`src/gain_reg_pkg.sv`:
```
package gain_reg_pkg;

    // Register location and field layout
    localparam logic [7:0] REG_ADDR       = 8'h1f;
    localparam int         CELL_PD_BIT    = 15;
    localparam int         CELL_GAIN_MSB  = 14;
    localparam int         CELL_GAIN_LSB  = 8;
    localparam int         CELL_FLAG_BIT  = 7;
    localparam int         BUZ_PD_BIT     = 6;
    localparam int         BUZ_GAIN_MSB   = 5;
    localparam int         BUZ_GAIN_LSB   = 2;
    localparam int         BUZ_FLAG_BIT   = 1;
    localparam int         RSVD_BIT       = 0;

    // Reset values
    localparam logic       CELL_PD_RST    = 1'h1;
    localparam logic [6:0] CELL_GAIN_RST  = 7'h45;
    localparam logic       BUZ_PD_RST     = 1'h1;
    localparam logic [3:0] BUZ_GAIN_RST   = 4'hf;
    localparam logic       FLAG_RST       = 1'h0;

    // Cell gain limits: code 0 is -34.5 dB, code 0x5d and above give +12 dB
    localparam logic [6:0] CELL_MIN_CODE  = 7'h00;
    localparam logic [6:0] CELL_MAX_CODE  = 7'h5d;

    // Register image as read back
    typedef struct packed {
        logic       cell_amp_powerdown;
        logic [6:0] cell_amp_gain_code;
        logic       cell_amp_settled_flag;
        logic       buzzer_amp_powerdown;
        logic [3:0] buzzer_amp_gain_code;
        logic       buzzer_amp_settled_flag;
        logic       reserved;
    } gain_reg_t;

endpackage

```
`src/cellphone_buzzer_gain_register.sv`:
```
`timescale 1ns/1ns
// Operation
// - Bit 15 powers down cell amp, resets 1
// - Bits 14:8 cell gain code, reset 0x45
// - Codes 0x5d and above apply +12 dB
// - Under AGC gain field reads AGC gain
// - Bit 7 set when cell applied equals programmed, clamped to 0x5d
// - Under AGC bit 7 flags gain saturation
// - Bit 6 powers down buzzer amp, resets 1
// - Bits 5:2 buzzer code, reset 0xf
// - Bit 1 set when buzzer applied equals programmed
// - Cell soft-step one code per sample tick while AGC is off; under AGC the AGC code is applied at once
// - Buzzer soft-step one code per sample tick
module cellphone_buzzer_gain_register
(
    input  wire logic        clock,
    input  wire logic        nrst,
    input  wire logic [7:0]  reg_addr,
    input  wire logic        wr_en,
    input  wire logic [15:0] wr_data,
    input  wire logic        rd_en,
    input  wire logic        agc_enable,
    input  wire logic [6:0]  agc_gain,
    input  wire logic        cell_step_disable,
    input  wire logic        buzzer_step_disable,
    input  wire logic        fs_tick,
    output logic [15:0]      rd_data,
    output logic             rd_valid,
    output logic             cell_amp_powerdown,
    output logic [6:0]       cell_gain_applied,
    output logic             buzzer_amp_powerdown,
    output logic [3:0]       buzzer_gain_applied
);

    ////////////////////////////////////////////////////////////////////////////////
    // Storage and decode

    logic                     cell_pd_ff;          // Cell amp power-down
    logic [6:0]               cell_gain_ff;        // Programmed cell code
    logic                     buz_pd_ff;           // Buzzer amp power-down
    logic [3:0]               buz_gain_ff;         // Programmed buzzer code
    logic [6:0]               cell_applied_ff;     // Cell code at the amp
    logic [3:0]               buz_applied_ff;      // Buzzer code at the amp
    logic                     cell_flag_ff;        // Settled or saturated
    logic                     buz_flag_ff;         // Buzzer settled
    logic [15:0]              rd_data_ff;          // Read data
    logic                     rd_valid_ff;         // Read strobe
    logic                     wr_hit;              // Write to this register
    logic                     rd_hit;              // Read of this register
    logic [6:0]               cell_target;         // Programmed code clamped
    logic [6:0]               nxt_cell_applied;    // Next cell applied code
    logic [3:0]               nxt_buz_applied;     // Next buzzer applied code
    logic                     nxt_cell_flag;       // Next cell flag
    gain_reg_pkg::gain_reg_t  readback;            // Read image
    gain_reg_pkg::gain_reg_t  wr_view;             // Write data by field

    assign wr_hit = wr_en && (reg_addr == gain_reg_pkg::REG_ADDR);
    assign rd_hit = rd_en && (reg_addr == gain_reg_pkg::REG_ADDR);
    assign wr_view = wr_data;

    // clamp to max
    // Codes above the top step all mean +12 dB, so stepping aims at the top step
    assign cell_target = (cell_gain_ff > gain_reg_pkg::CELL_MAX_CODE) ?
                         gain_reg_pkg::CELL_MAX_CODE : cell_gain_ff;

    ////////////////////////////////////////////////////////////////////////////////
    // Software-writable fields

    // Power-down bits, always writable
    always_ff @(posedge clock)
    begin
        if (!nrst)
        begin
            cell_pd_ff <= gain_reg_pkg::CELL_PD_RST;
            buz_pd_ff  <= gain_reg_pkg::BUZ_PD_RST;
        end
        else if (wr_hit)
        begin
            cell_pd_ff <= wr_data[gain_reg_pkg::CELL_PD_BIT];
            buz_pd_ff  <= wr_data[gain_reg_pkg::BUZ_PD_BIT];
        end
    end

    // Gain codes; flag bits and bit 0 of the write are dropped
    always_ff @(posedge clock)
    begin
        if (!nrst)
        begin
            cell_gain_ff <= gain_reg_pkg::CELL_GAIN_RST;
            buz_gain_ff  <= gain_reg_pkg::BUZ_GAIN_RST;
        end
        else if (wr_hit)
        begin
            if (!agc_enable)
                cell_gain_ff <= wr_data[gain_reg_pkg::CELL_GAIN_MSB:gain_reg_pkg::CELL_GAIN_LSB];
            buz_gain_ff <= wr_data[gain_reg_pkg::BUZ_GAIN_MSB:gain_reg_pkg::BUZ_GAIN_LSB];
        end
    end

    ////////////////////////////////////////////////////////////////////////////////
    // Applied gain sequencing

    // Next cell applied code
    always_comb
    begin
        nxt_cell_applied = cell_applied_ff;
        if (agc_enable)
            nxt_cell_applied = agc_gain;           // AGC drives the amp directly
        else if (cell_step_disable)
            nxt_cell_applied = cell_target;        // Jump straight to target
        else if (fs_tick && (cell_applied_ff < cell_target))
            nxt_cell_applied = cell_applied_ff + 7'h01;
        else if (fs_tick && (cell_applied_ff > cell_target))
            nxt_cell_applied = cell_applied_ff - 7'h01;
    end

    // Next buzzer applied code
    always_comb
    begin
        nxt_buz_applied = buz_applied_ff;
        if (buzzer_step_disable)
            nxt_buz_applied = buz_gain_ff;
        else if (fs_tick && (buz_applied_ff < buz_gain_ff))
            nxt_buz_applied = buz_applied_ff + 4'h1;
        else if (fs_tick && (buz_applied_ff > buz_gain_ff))
            nxt_buz_applied = buz_applied_ff - 4'h1;
    end

    // Applied code registers
    always_ff @(posedge clock)
    begin
        if (!nrst)
        begin
            cell_applied_ff <= gain_reg_pkg::CELL_GAIN_RST;
            buz_applied_ff  <= gain_reg_pkg::BUZ_GAIN_RST;
        end
        else
        begin
            cell_applied_ff <= nxt_cell_applied;
            buz_applied_ff  <= nxt_buz_applied;
        end
    end

    ////////////////////////////////////////////////////////////////////////////////
    // Status flags

    // Flag meaning depends on AGC
    always_comb
    begin
        if (agc_enable)
            nxt_cell_flag = (cell_applied_ff == gain_reg_pkg::CELL_MIN_CODE) ||
                            (cell_applied_ff >= gain_reg_pkg::CELL_MAX_CODE);
        else
            nxt_cell_flag = (cell_applied_ff == cell_target);
    end

    // Flags lag the applied codes by one cycle; host reads are slow anyway
    always_ff @(posedge clock)
    begin
        if (!nrst)
        begin
            cell_flag_ff <= gain_reg_pkg::FLAG_RST;
            buz_flag_ff  <= gain_reg_pkg::FLAG_RST;
        end
        else
        begin
            cell_flag_ff <= nxt_cell_flag;
            buz_flag_ff  <= (buz_applied_ff == buz_gain_ff);
        end
    end

    ////////////////////////////////////////////////////////////////////////////////
    // Read path

    // Read image assembly
    always_comb
    begin
        readback.cell_amp_powerdown      = cell_pd_ff;
        readback.cell_amp_gain_code      = agc_enable ? agc_gain : cell_gain_ff;
        readback.cell_amp_settled_flag   = cell_flag_ff;
        readback.buzzer_amp_powerdown    = buz_pd_ff;
        readback.buzzer_amp_gain_code    = buz_gain_ff;
        readback.buzzer_amp_settled_flag = buz_flag_ff;
        readback.reserved                = 1'h0;
    end

    // Registered read data; unmapped reads return zero
    always_ff @(posedge clock)
    begin
        if (!nrst)
        begin
            rd_data_ff  <= 16'h0000;
            rd_valid_ff <= 1'h0;
        end
        else
        begin
            rd_valid_ff <= rd_en;
            if (rd_en)
                rd_data_ff <= rd_hit ? readback : 16'h0000;
        end
    end

    assign rd_data              = rd_data_ff;
    assign rd_valid             = rd_valid_ff;
    assign cell_amp_powerdown   = cell_pd_ff;
    assign cell_gain_applied    = cell_applied_ff;
    assign buzzer_amp_powerdown = buz_pd_ff;
    assign buzzer_gain_applied  = buz_applied_ff;

    ////////////////////////////////////////////////////////////////////////////////
    // Assertions

    property p_reset_pd;
        @(posedge clock)
        !nrst |=> cell_pd_ff && buz_pd_ff && (cell_gain_ff == gain_reg_pkg::CELL_GAIN_RST);
    endproperty
    a_reset_pd: assert property (p_reset_pd) else $error("reset values wrong");
    property p_buz_pd_write;
        @(posedge clock) disable iff (!nrst)
        wr_hit |=> buzzer_amp_powerdown == $past(wr_view.buzzer_amp_powerdown);
    endproperty
    a_buz_pd_write: assert property (p_buz_pd_write) else $error("buzzer pd write lost");
    property p_cell_write;
        @(posedge clock) disable iff (!nrst)
        wr_hit && !agc_enable |=> cell_gain_ff == $past(wr_view.cell_amp_gain_code);
    endproperty
    a_cell_write: assert property (p_cell_write) else $error("cell gain write lost");
    property p_cell_clamp;
        @(posedge clock) disable iff (!nrst)
        !agc_enable && cell_step_disable |=> cell_gain_applied <= gain_reg_pkg::CELL_MAX_CODE;
    endproperty
    a_cell_clamp: assert property (p_cell_clamp) else $error("cell gain above max");
    property p_agc_read;
        @(posedge clock) disable iff (!nrst)
        rd_hit && agc_enable |=> rd_data[14:8] == $past(agc_gain);
    endproperty
    a_agc_read: assert property (p_agc_read) else $error("agc gain not read");
    // Release edge skipped: the flag still holds its reset value there
    property p_cell_flag;
        @(posedge clock) disable iff (!nrst)
        nrst && !agc_enable |=> cell_flag_ff == $past(cell_applied_ff == cell_target);
    endproperty
    a_cell_flag: assert property (p_cell_flag) else $error("cell settled flag wrong");
    property p_sat_flag;
        @(posedge clock) disable iff (!nrst)
        agc_enable && (cell_applied_ff == gain_reg_pkg::CELL_MIN_CODE) |=> cell_flag_ff;
    endproperty
    a_sat_flag: assert property (p_sat_flag) else $error("saturation not flagged");
    property p_buz_write;
        @(posedge clock) disable iff (!nrst)
        wr_hit |=> buz_gain_ff == $past(wr_view.buzzer_amp_gain_code);
    endproperty
    a_buz_write: assert property (p_buz_write) else $error("buzzer code write lost");
    property p_buz_flag;
        @(posedge clock) disable iff (!nrst)
        (buz_applied_ff != buz_gain_ff) |=> !buz_flag_ff;
    endproperty
    a_buz_flag: assert property (p_buz_flag) else $error("buzzer flag set early");
    property p_rsvd;
        @(posedge clock) disable iff (!nrst) rd_valid |-> !rd_data[gain_reg_pkg::RSVD_BIT];
    endproperty
    a_rsvd: assert property (p_rsvd) else $error("reserved bit set");
    property p_cell_step;
        @(posedge clock) disable iff (!nrst)
        !agc_enable && !cell_step_disable && fs_tick && (cell_applied_ff < cell_target)
        |=> cell_applied_ff == $past(cell_applied_ff) + 7'h01;
    endproperty
    a_cell_step: assert property (p_cell_step) else $error("cell step wrong");
    property p_buz_hold;
        @(posedge clock) disable iff (!nrst)
        !buzzer_step_disable && !fs_tick |=> $stable(buz_applied_ff);
    endproperty
    a_buz_hold: assert property (p_buz_hold) else $error("buzzer moved without tick");
    property p_agc_lock;
        @(posedge clock) disable iff (!nrst)
        wr_hit && agc_enable |=> $stable(cell_gain_ff);
    endproperty
    a_agc_lock: assert property (p_agc_lock) else $error("agc field overwritten");
    c_cell_settle: cover property (@(posedge clock) disable iff (!nrst)
        !cell_flag_ff ##1 cell_flag_ff && !agc_enable);
    c_buz_settle: cover property (@(posedge clock) disable iff (!nrst)
        !buz_flag_ff ##1 buz_flag_ff);
    c_agc_sat: cover property (@(posedge clock) disable iff (!nrst) agc_enable && cell_flag_ff);
endmodule

```
`config.mk`:
```
export PLATFORM = sky130hd
export DESIGN_NAME = cellphone_buzzer_gain_register
export DESIGN_NICKNAME = d
export VERILOG_FILES = /design/src/gain_reg_pkg.sv /design/src/cellphone_buzzer_gain_register.sv
export SDC_FILE = /design/constraint.sdc
export NUM_CORES = 1
export LEC_CHECK = 0
export BUFFER_PORTS_ARGS = -buffer_cell sky130_fd_sc_hd__buf_4
export CORE_MARGIN = 3
export CORE_UTILIZATION = 41
export DETAILED_ROUTE_END_ITERATION = 12
export GPL_TIMING_DRIVEN = 0
export PLACE_DENSITY = 0.65
export SETUP_SLACK_MARGIN = 0.05
export SLEW_MARGIN = 10
export SYNTH_ARGS = -nofsm -noshare
export SYNTH_HDL_FRONTEND = slang
export SYNTH_SLANG_ARGS = --single-unit
```
`constraint.sdc`:
```
create_clock -name clock -period 4.7 [get_ports clock]
set_clock_uncertainty 0.2 [all_clocks]
set_input_delay 0.47 -clock clock [delete_from_list [all_inputs] [get_ports clock]]
set_output_delay 0.47 -clock clock [all_outputs]
set_load 0.1 [all_outputs]
```
# Word-level counts from Yosys, hierarchy flattened
# Cells that the tools add are included.
# Widths: inputs -> output; s select.
dict set report op_classes {
  addsub 4
  magnitude_cmp 6
  eq_ne 3
  mux 11
  bitwise_logic 1
  reduce_logical 11
}
# cell count
set ops {}
lappend ops {{$mux 7} 6}
lappend ops {{$mux 16} 1}
lappend ops {{$mux 4} 3}
lappend ops {{$eq 8x5->1 const B} 1}
lappend ops {{$add 7x1->7 const B} 1}
lappend ops {{$eq 7x7->1} 1}
lappend ops {{$ge 7x7->1 const B} 1}
lappend ops {{$gt 7x7->1} 1}
lappend ops {{$gt 7x7->1 const B} 1}
lappend ops {{$logic_not 7->1} 1}
lappend ops {{$lt 7x7->1} 1}
lappend ops {{$sub 7x1->7 const B} 1}
lappend ops {{$logic_and 1x1->1} 6}
lappend ops {{$add 4x1->4 const B} 1}
lappend ops {{$eq 4x4->1} 1}
lappend ops {{$gt 4x4->1} 1}
lappend ops {{$lt 4x4->1} 1}
lappend ops {{$reduce_bool 4->1} 1}
lappend ops {{$sub 4x1->4 const B} 1}
lappend ops {{$reduce_bool 3->1} 1}
lappend ops {{$reduce_and 2->1} 1}
lappend ops {{$logic_or 1x1->1} 1}
lappend ops {{$mux 1} 1}
lappend ops {{$not 1->1} 1}
dict set report word_totals {
  reg_bits 43
  input_bits 39
  elab_cells 46
}

# Depth between registers and ports, before layout
# Gate-level depths: netlist (run 1).
dict set report depth {
  depth_word 8
  ltp_mapped 15
  ltp_nobuf 15
}

# Worst setup path before layout (run 1)
# Ideal clock, no wire load.
dict set report synth_timing {
  kind {register to register}
  start {register cell_applied_ff[2], in the netlist cell_gain_applied[2]}
  end {register cell_applied_ff[6], in the netlist cell_gain_applied[6]}
  setup_ps 98
  arrival_ps 3545
  slack_ps 857
  path_stages_with_launch 13
  path_cell_list {dfxtp_1 > ha_1 > a21oi_1 > a21oi_1 > nor4b_4 > inv_2 > fa_1 > a211oi_2 > o21bai_1 > a21oi_1 > nand2_1 > mux2_4 > o41ai_2}
}
dict set report synth_between {
  elab_chain_len 5
  word_cells_on_any_way 11
}
# item line
set synth_lines {}
lappend synth_lines {{start, declared} cellphone_buzzer_gain_register.sv:42} ;# logic [6:0] cell_applied_ff;
lappend synth_lines {{start signal, assigned} cellphone_buzzer_gain_register.sv:134} ;# cell_applied_ff <= gain_reg_pkg::CELL_GAIN_RST;
lappend synth_lines {{start signal, assigned} cellphone_buzzer_gain_register.sv:139} ;# cell_applied_ff <= nxt_cell_applied;
lappend synth_lines {{$sub 7x1->7 or $lt 7x7->1 (tied branches)} {cellphone_buzzer_gain_register.sv:114, cellphone_buzzer_gain_register.sv:111}}
lappend synth_lines {{$mux 7 or $logic_and 1x1->1 (tied branches)} {cellphone_buzzer_gain_register.sv:113, cellphone_buzzer_gain_register.sv:111}}
lappend synth_lines {{$mux 7} cellphone_buzzer_gain_register.sv:111} ;# else if (fs_tick && (cell_applied_ff < cell_target))
lappend synth_lines {{$mux 7} cellphone_buzzer_gain_register.sv:109} ;# else if (cell_step_disable)
lappend synth_lines {{$mux 7} cellphone_buzzer_gain_register.sv:107} ;# if (agc_enable)
# Several ways; a longest one is shown, not always the timed one. The select of a mux whose other input is x is not followed.
# A chain may end at the register's enable or synchronous reset.

# Worst setup path after layout (run 1)
dict set report layout_timing {
  start {register cell_gain_ff[5]}
  end {register cell_applied_ff[6], in the netlist cell_gain_applied[6]}
}
dict set report layout_between {
  elab_chain_len 7
  word_cells_on_any_way 10
}
# item line
set layout_lines {}
lappend layout_lines {{start, declared} cellphone_buzzer_gain_register.sv:39} ;# logic [6:0] cell_gain_ff;
lappend layout_lines {{start signal, assigned} cellphone_buzzer_gain_register.sv:89} ;# cell_gain_ff <= gain_reg_pkg::CELL_GAIN_RST;
lappend layout_lines {{start signal, assigned} cellphone_buzzer_gain_register.sv:95} ;# cell_gain_ff <= wr_data[gain_reg_pkg::CELL_GAIN_MSB:gain_reg_pkg::CELL_GAIN_LSB];
lappend layout_lines {{$gt 7x7->1} cellphone_buzzer_gain_register.sv:63} ;# assign cell_target = (cell_gain_ff > gain_reg_pkg::CELL_MAX_CODE) ?
lappend layout_lines {{$mux 7 (*)} cellphone_buzzer_gain_register.sv:63}
lappend layout_lines {{$lt 7x7->1} cellphone_buzzer_gain_register.sv:111}
lappend layout_lines {{$logic_and 1x1->1} cellphone_buzzer_gain_register.sv:111}
lappend layout_lines {{$mux 7} cellphone_buzzer_gain_register.sv:111}
lappend layout_lines {{$mux 7} cellphone_buzzer_gain_register.sv:109}
lappend layout_lines {{$mux 7} cellphone_buzzer_gain_register.sv:107}
# Every way passes the cells marked *; elsewhere a longest branch is shown, timed or not.

==> reports/results.txt, run 1 <==
In this run the number of H-tree levels came out at 2. After floorplanning, the core was sized to cover 5640 um^2. The setup TNS came out at 0 ns. The tree built by TritonCTS fans out to 42 sinks.

The die area was 6960 um^2; the final-layout fill cell count was 532. By area the synthesized netlist is led by sky130_fd_sc_hd__dfxtp_1 34%, sky130_fd_sc_hd__ha_1 9.2%, sky130_fd_sc_hd__a21oi_1 6.7%. The tools report the starting density of the core as 43.6%.

The die is 83.4 um tall. The run gives 3120 um^2 as the cell area after layout. The run finished with clean final reports. After layout, the worst setup slack is 0.757 ns. The total number of placement rows came out at 27.

Sort of element at the end of the critical path: a flop. The period utilization was 83.9%. The clock edge transition at the registers on the reported setup and hold paths is 0.08 ns. Proportion of layout cells with a drive suffix above 1: 22.6%.

The final layout contains routed wiring with a total length of 6.66 mm. At the later pin of the worst-skew pair, clock insertion delay measures 0.29 ns. The worst register-to-register path begins at cell_gain_ff[5]. The placed instances occupy a cell area of 3010 um^2. For the net count of the mapped netlist, the log shows 362. For the worst setup path, the data required time is 4.71 ns. The tree is rooted in a sky130_fd_sc_hd__clkbuf_8. STA classifies the critical path startpoint as a flop. Across the run, the number of max-cap violations was 0. TritonCTS built the clock tree.

Summing the sequential cell areas from Yosys gives 34.2% of the chip area. The endpoint identified for the worst register-to-register timing path is cell_gain_applied[6]. Port buffering added 61 buffers. The share of Yosys cell area claimed by the top area cell type is 34.2%. In the final routed layout, each cell accounts on average for 15.0 um.

The worst reg2reg path depth works out to 15. The slowest stage of the critical path belongs to the cell sky130_fd_sc_hd__fa_1. From synthesis to final layout, the design area changed by 26.8%. The total count of hold-check failures in the final report is 0. The min-delay analysis places its worst path in the category in -> reg. Walking the worst path, the cells encountered are clkbuf_1 -> o21ai_0 -> nand2_1 -> ha_1 -> nand3b_1 -> a21oi_1 -> nor4b_4 -> inv_2 -> fa_1 -> a211oi_2 -> o21bai_1 -> a21oi_1 -> nand2_1 -> mux2_4 -> o41ai_2. The slack of the worst reg-to-reg path was 0.76 ns.

Synthesis produced a netlist whose cell count is 303. The worst-case IR drop observed on VDD is 0.205 mV. The Yosys step of the flow raised 0 warnings. The tools report the routed via count as 2368. The library cell occupying the most area in the post-synthesis netlist was sky130_fd_sc_hd__dfxtp_1. The run gives 0 as the count of pins over their slew limit. Among all cell types in the netlist, the one instantiated most often is sky130_fd_sc_hd__dfxtp_1.

Post-CTS timing repair inserted 0 buffers for setup. The length of the first detailed-routing pass in iterations is 4, and the largest stage delay on the critical path is 0.46 ns. In this run the deepest clock path goes through 2 buffers.

Entering global routing, the biggest net connects 14 pins. Number of buffers created by CTS: 5. The number of enable-type register cells in the synthesized netlist was 0. For the total grt overflow, the log shows 0.

For the pin with the worst max-slew slack, the measured transition is 0.548 ns. The worst slew slack as a fraction of its limit came out at 63.5%. The logs give 0 for the residual antenna-violating net count after detailed routing and 19.4% for the global-route usage over all layers. The number of buffers and inverters on the critical path is 2. After synthesis the cells add up to 2460 um^2. In this run, post-CTS repair resized a total of 0 instances. The global-route wire length before repair was 11.2 mm. The logs give 1.01 mW for the sum of internal, switching and leakage power and 69 for the count of boundary I/O pins.

The number of global-route vias before repair was 2382. The family with the most delay on the worst path is compound AO/OA/AOI/OAI gates. At the worst endpoint, the arrival time is 3.95 ns. For this design, the CTS-stage hold fixing added 0 buffers. Once detailed placement completed, the half-perimeter wirelength came to 5.08 mm.

Minimum clock period after layout: 3.94 ns. The final layout contains 430 nets. Setup repair after global routing left no endpoint under its margin. Along the worst path, the maximum fanout reaches 9. The cell depth of the worst min-delay path works out to 3. Ranked by instance count, the synthesized netlist is headed by 42 x sky130_fd_sc_hd__dfxtp_1, 36 x sky130_fd_sc_hd__nand2_1, 33 x sky130_fd_sc_hd__a21oi_1, 33 x sky130_fd_sc_hd__nor2_1, 22 x sky130_fd_sc_hd__o21ai_0.

In this run the static leakage power is 1.40 nW. The number of antenna diodes in the final layout is 0. The synthesized netlist contains 47 unique library cells. In this run the mean area of a mapped cell was 8.11 um^2. Power spread over the standard cell area amounts to 325 nW/um^2. Setup violations remaining at the end of the flow were counted as 0. The synthesis-stage register bit count is 42, and the DRC marker count from the first detailed-route iteration is 68. In the routed design, unresolved DRC markers number 0. Static timing analysis puts the maximum clock frequency at 0.254 GHz.

The number of antenna violations at the first check in global routing came out at 0. In this run the horizontal extent of the chip is 83.4 um. The most used flip-flop cell after synthesis is sky130_fd_sc_hd__dfxtp_1. The endpoint of the worst hold path is cell_gain_ff[2]. The origin of the worst min-delay path was wr_data[10].

The tools report the final RePlAce weighted congestion as 0.804. The tools report the placement-stage worst setup slack as 0.829 ns. The worst setup path is of the reg -> reg kind. In the routed layout, each cell is associated on average with a via count of 5.33. Fraction of synthesis flops using an asynchronous set or reset pin: 0%.
-- flip-flops by register name, summed over array words and instances, names as in the netlist, 4 cells and up --
signal and cells:
cell_gain_applied 7, buzzer_gain_applied 4, cell_gain_ff 7, buz_gain_ff 4
rd_data 15
-- tightest hold or removal path: stages --
cell	delay, ns
sky130_fd_sc_hd__buf_4	0.08
sky130_fd_sc_hd__nand2_1	0.04
sky130_fd_sc_hd__nand3_1	0.06
-- cells by family after synthesis --
kind of cell               Yosys count  synth area share [%]
xor gates and xnor gates             6                  2.14
adders and majority gates           20                  10.8
muxes                               10                  4.33
and+or+nand+nor                    114                  22.8
DFF                                 42                  34.2
other                                1                 0.153
buffers and inverters               26                  4.43
AOI/OAI and AO/OA                   84                  21.1
-- layout by cell type, fill, tap and decap left out, types with 2 or more instances in the layout --
master,netlist,final
sky130_fd_sc_hd__ha_1,18,18
sky130_fd_sc_hd__nand4_1,3,3
sky130_fd_sc_hd__nor2_1,33,33
sky130_fd_sc_hd__buf_4,2,63
sky130_fd_sc_hd__inv_1,10,10
sky130_fd_sc_hd__a211oi_1,2,2
sky130_fd_sc_hd__a31oi_1,4,4
sky130_fd_sc_hd__o221ai_1,3,3
sky130_fd_sc_hd__clkbuf_8,0,5
sky130_fd_sc_hd__dfxtp_1,42,42
sky130_fd_sc_hd__nand3_1,16,16
sky130_fd_sc_hd__o21ai_0,22,22
sky130_fd_sc_hd__a21boi_0,4,4
sky130_fd_sc_hd__buf_2,3,3
sky130_fd_sc_hd__nand2_1,36,36
sky130_fd_sc_hd__fa_1,2,2
sky130_fd_sc_hd__a21oi_1,33,33
sky130_fd_sc_hd__and2_1,3,3
sky130_fd_sc_hd__nor2b_1,9,9
sky130_fd_sc_hd__o211ai_1,4,4
sky130_fd_sc_hd__clkbuf_1,9,10
sky130_fd_sc_hd__o21bai_1,2,2
sky130_fd_sc_hd__nand2b_1,4,4
sky130_fd_sc_hd__mux2i_1,8,8
sky130_fd_sc_hd__a21o_1,3,3
sky130_fd_sc_hd__xnor2_1,5,5
sky130_fd_sc_hd__a211oi_2,2,2
-- per-stage QoR --
| stage | hold WS (ns) | std cells | util [%] |
|---|---|---|---|
| 2_1_floorplan | 0.232 | 303 | - |
| 3_3_place_gp | 0.239 | 436 | 53.3 |
| 3_5_place_dp | 0.246 | 436 | 53.3 |
| 4_1_cts | 0.183 | 444 | 55.2 |
| 5_1_grt | 0.197 | 444 | 55.2 |
| 6_report | 0.186 | 444 | 55.2 |
-- layout make-up --
| class | instances | area (um^2) | area share [%] |
|---|---|---|---|
| plain buffers | 15 | 67.6 | 2.17 |
| clock buffers | 6 | 72.6 | 2.33 |
| clock inverters | 2 | 37.5 | 1.20 |
| inverters | 11 | 41.3 | 1.33 |
| multi-input cells | 235 | 1510 | 48.4 |
| flip-flops and latches | 42 | 841 | 27.0 |
| well taps | 72 | 90.1 | 2.89 |
| repair buffers | 61 | 458 | 14.7 |
-- power breakdown --
part | total (mW) | leakage, nW | switching, mW | internal [mW]
registers | 0.388 | 0.342 | 0.0199 | 0.368
logic | 0.339 | 1.01 | 0.210 | 0.130
clock network | 0.286 | 0.0514 | 0.128 | 0.159
total | 1.01 | 1.40 | 0.357 | 0.656
-- layer usage --
layer / up-vias / track usage, % / wire length, um
met4: 0 / 5.56 / 120
li1: 1195 / - / -
met2: 72 / 32.1 / 3140
met3: 14 / 3.97 / 369
met5: - / 0 / 0
met1: 1087 / 25.5 / 3040
-- worst max-delay path by stage --
stage / from / endpoint / slack [ns] / cells past startpoint
floorplan: cell_gain_applied[2] / cell_gain_applied[6] / 0.86 / 12
global placement: cell_gain_ff[5] / cell_gain_applied[6] / 0.88 / 15
detailed placement: cell_gain_ff[5] / cell_gain_applied[6] / 0.83 / 15
CTS: cell_gain_ff[5] / cell_gain_applied[6] / 0.77 / 15
global route: cell_gain_ff[5] / cell_gain_applied[6] / 0.48 / 15
finish: cell_gain_ff[5] / cell_gain_applied[6] / 0.76 / 15
(Power assumes the default switching activity.)
==> run 2, diff against run 1 <==
PLACE_DENSITY = 0.68   (was 0.65)
clock period = 3.25 ns   (was 4.7 ns; I/O delays follow)
==> reports/results.txt, run 2 (same netlist as run 1, synthesis figures left out) <==
The flow ran to the end, but the final reports show violations. The checks that failed: negative setup slack. Traced cell by cell, the critical path runs through and3_4 -> o21ai_4 -> nand2_2 -> ha_4 -> nand3b_1 -> a21oi_2 -> nor4b_4 -> inv_2 -> buf_4 -> ha_4 -> a211oi_2 -> o21bai_1 -> a21oi_2 -> nand2_1 -> mux2_4 -> o41ai_2. The tools report the later-pin clock latency in the skew report as 0.30 ns (about the same).

The run gives 0 (unchanged) as the residual antenna-violating net count after detailed routing. The slowest stage of the critical path belongs to the cell sky130_fd_sc_hd__nor4b_4. The hold buffer count at cts is 0 (unchanged), and the length of the first detailed-routing pass in iterations is 4 (unchanged). The count of clock tree sinks is 42 (unchanged). The number of placed instances, taps included came out at 436 (unchanged). The beginning of the worst register-to-register path is cell_gain_ff[3]. The total number of placement rows came out at 27 (unchanged). STA classifies the critical path startpoint as a flop. The run gives 11.1 mm (-1.2%) as the global-route wire length before repair. For the count of pins over their slew limit, the log shows 0 (unchanged).

The leakage component of the power was 1.46 nW (+4.1%). The period utilization is 107% (+23 points), and the total number of cells along the worst setup path is 16 (+1). The tools report the maximum buffer depth of the clock tree as 2 (unchanged). TritonCTS built the clock tree. The highest net fanout along the worst path came out at 5 (-4). The root buffer cell chosen for the clock tree is sky130_fd_sc_hd__clkbuf_8. The min-delay analysis places its worst path in the category in -> reg. Sum of routed wire length over all layers: 6.94 mm (+4.2%). The run gives -0.234 ns (-0.991 ns) as the final worst slack.

The worst reg2reg path depth was 16 (+1); the post-detailed-route wirelength per cell was 15.3 um (+1.9%). The most critical setup path has its endpoint at cell_gain_applied[6]. The run gives 0 (unchanged) as the post-route DRC violation count. The top cell types in the final layout, fill and taps aside, are 72 x sky130_fd_sc_hd__buf_4, 35 x sky130_fd_sc_hd__nand2_1, 33 x sky130_fd_sc_hd__nor2_1.

The via-per-instance ratio is 5.36 (+0.44%), and the maximum vdd ir drop is 0.225 mV (+9.7%). For the die area, the log shows 6960 um^2 (unchanged). The number of buffers created by CTS is 5 (unchanged). The die boundary width is 83.4 um (unchanged), and the flip-flop count of the largest register, all copies and words added is 15 (unchanged).

The required time of the critical path is 3.25 ns (-1.46 ns), and the total power density per cell area is 449 nW/um^2 (+38%). Relative to the synthesized area, the layout overhead comes to 36.7%. The maximum number of pins on one net before global-route repair was 14 (unchanged).

For the number of failing setup endpoints in the final timing report, the log shows 1 (+1). The most critical setup path has its startpoint at cell_gain_ff[3]. The logs give 19.3% (-0.084 points) for the global-route usage over all layers and 0 (unchanged) for the total count of hold-check failures in the final report. The number of nets at the end of the flow is 440 (+2.3%).

For the post-layout utilization of the core, the log shows 59.5% (+4.3 points). The number of global-route vias before repair came out at 2287 (-4.0%). The die height is 83.4 um (unchanged). The starting density of the core is 43.6% (unchanged), and the achievable frequency is 0.287 GHz (+13%).

STA classifies the critical path endpoint as a flop. The run gives 204 (+200%) as the DRC marker count from the first detailed-route iteration. The most common library cell in the layout ignoring fill and taps was sky130_fd_sc_hd__buf_4. The maximum level of the CTS H-tree is 2 (unchanged).

Clock edge transition at the registers on the reported setup and hold paths: 0.08 ns (about the same). Count of buffers inserted at the top-level ports: 61 (unchanged). The family with the most delay on the worst path is compound AO/OA/AOI/OAI gates.

The routed via count is 2432 (+2.7%), and the count of boundary I/O pins is 69 (unchanged). For the placement-stage worst setup slack, the log shows -0.354 ns (-1.18 ns). The detailed placer's ending HPWL is 5.00 mm (-1.5%), and the endpoint arrival time on the critical path is 3.48 ns (-0.47 ns). The largest stage delay on the critical path is 0.38 ns (-0.08 ns). Number of antenna violations at the first check in global routing: 0 (unchanged).

The proportion of layout cells with a drive suffix above 1 came out at 34.0% (+11 points). For the placeable core region, the log shows 5640 um^2 (unchanged). The logs give 454 (+2.3%) for the number of cells in the finished layout apart from fillers and -0.234 ns (-0.234 ns) for the setup TNS. In this run the critical register-to-register path is captured at cell_gain_applied[6].

The total grt overflow is 0 (unchanged), and the slack of the worst reg-to-reg path is -0.23 ns (-0.99 ns). The antenna diode instance count is 0 (unchanged), and the max capacitance violation total is 0 (unchanged). Minimum clock period after layout: 3.48 ns (-0.459 ns).

Final-layout fill cell count: 520 (-2.3%). The critical path in this run is classified as reg -> reg. The number of buffers and inverters on the critical path came out at 2 (unchanged).

Setup repair after global routing could not meet its margin everywhere. The tools report the final RePlAce weighted congestion as 0.853 (+6.0%).
-- run 2: changes by cell type in the layout (fill, tap and decap cells not counted), sizes merged --
cell | previous run | this run
buf | 67 | 78
bufinv | 1 | 0
-- run 2: through the flow --
step | hold slack (ns) | instance area (um^2) | power [mW]
2_1_floorplan | 0.232 | 2500 | 0.959
3_3_place_gp | 0.252 | 3050 | 1.07
3_5_place_dp | 0.258 | 3050 | 1.08
4_1_cts | 0.0342 | 3240 | 1.49
5_1_grt | 0.0464 | 3360 | 1.59
6_report | 0.0406 | 3360 | 1.51
-- run 2: layer usage --
layer | wire (um) | vias to the layer above | global-route usage, % | share of wire, %
met3 | 400 | 11 | 4.66 | 5.8
met5 | 0 | - | 0 | 0
met4 | 112 | 0 | 4.97 | 1.6
li1 | - | 1222 | - | -
met2 | 3290 | 73 | 30.5 | 47
met1 | 3140 | 1126 | 26.5 | 45
-- run 2: power by group --
part / total, mW / switching, mW / internal (mW)
combinational: 0.566 / 0.332 / 0.234
sequential: 0.563 / 0.0310 / 0.532
clock: 0.379 / 0.180 / 0.199
-- run 2: timing repair --
item	CTS	global route
resized for setup	16	18
pin swaps	10	7
setup endpoints to repair	6	6
buffers inserted	6	5
-- run 2: worst min path at each step --
stage                startpoint         endpoint  cells after the start
finish               wr_data[8]  cell_gain_ff[0]                      3
global route         wr_data[8]  cell_gain_ff[0]                      3
CTS                  wr_data[8]  cell_gain_ff[0]                      3
detailed placement  buz_flag_ff       rd_data[1]                      2
global placement    buz_flag_ff       rd_data[1]                      2
floorplan           buz_flag_ff       rd_data[1]                      2
-- run 2: final cells by class --
class	count	area (um^2)	area share, %
inverter	11	45.0	1.34
multi-input combinational	235	1620	48.3
timing repair buffer	72	548	16.3
sequential	42	885	26.3
clock buffer	7	97.6	2.91
tap	72	90.1	2.68
clock inverter	1	6.26	0.186
buffer	14	63.8	1.90
-- run 2: worst reg2reg max path, delay by kind of cell (launching register included) --
kind / cells / cell delay [ns]
adders and majority gates: 2 / 0.45
muxes: 1 / 0.26
AOI/OAI and AO/OA: 6 / 0.99
DFF: 1 / 0.37
buffers and inverters: 2 / 0.30
and+or+nand+nor: 5 / 0.82
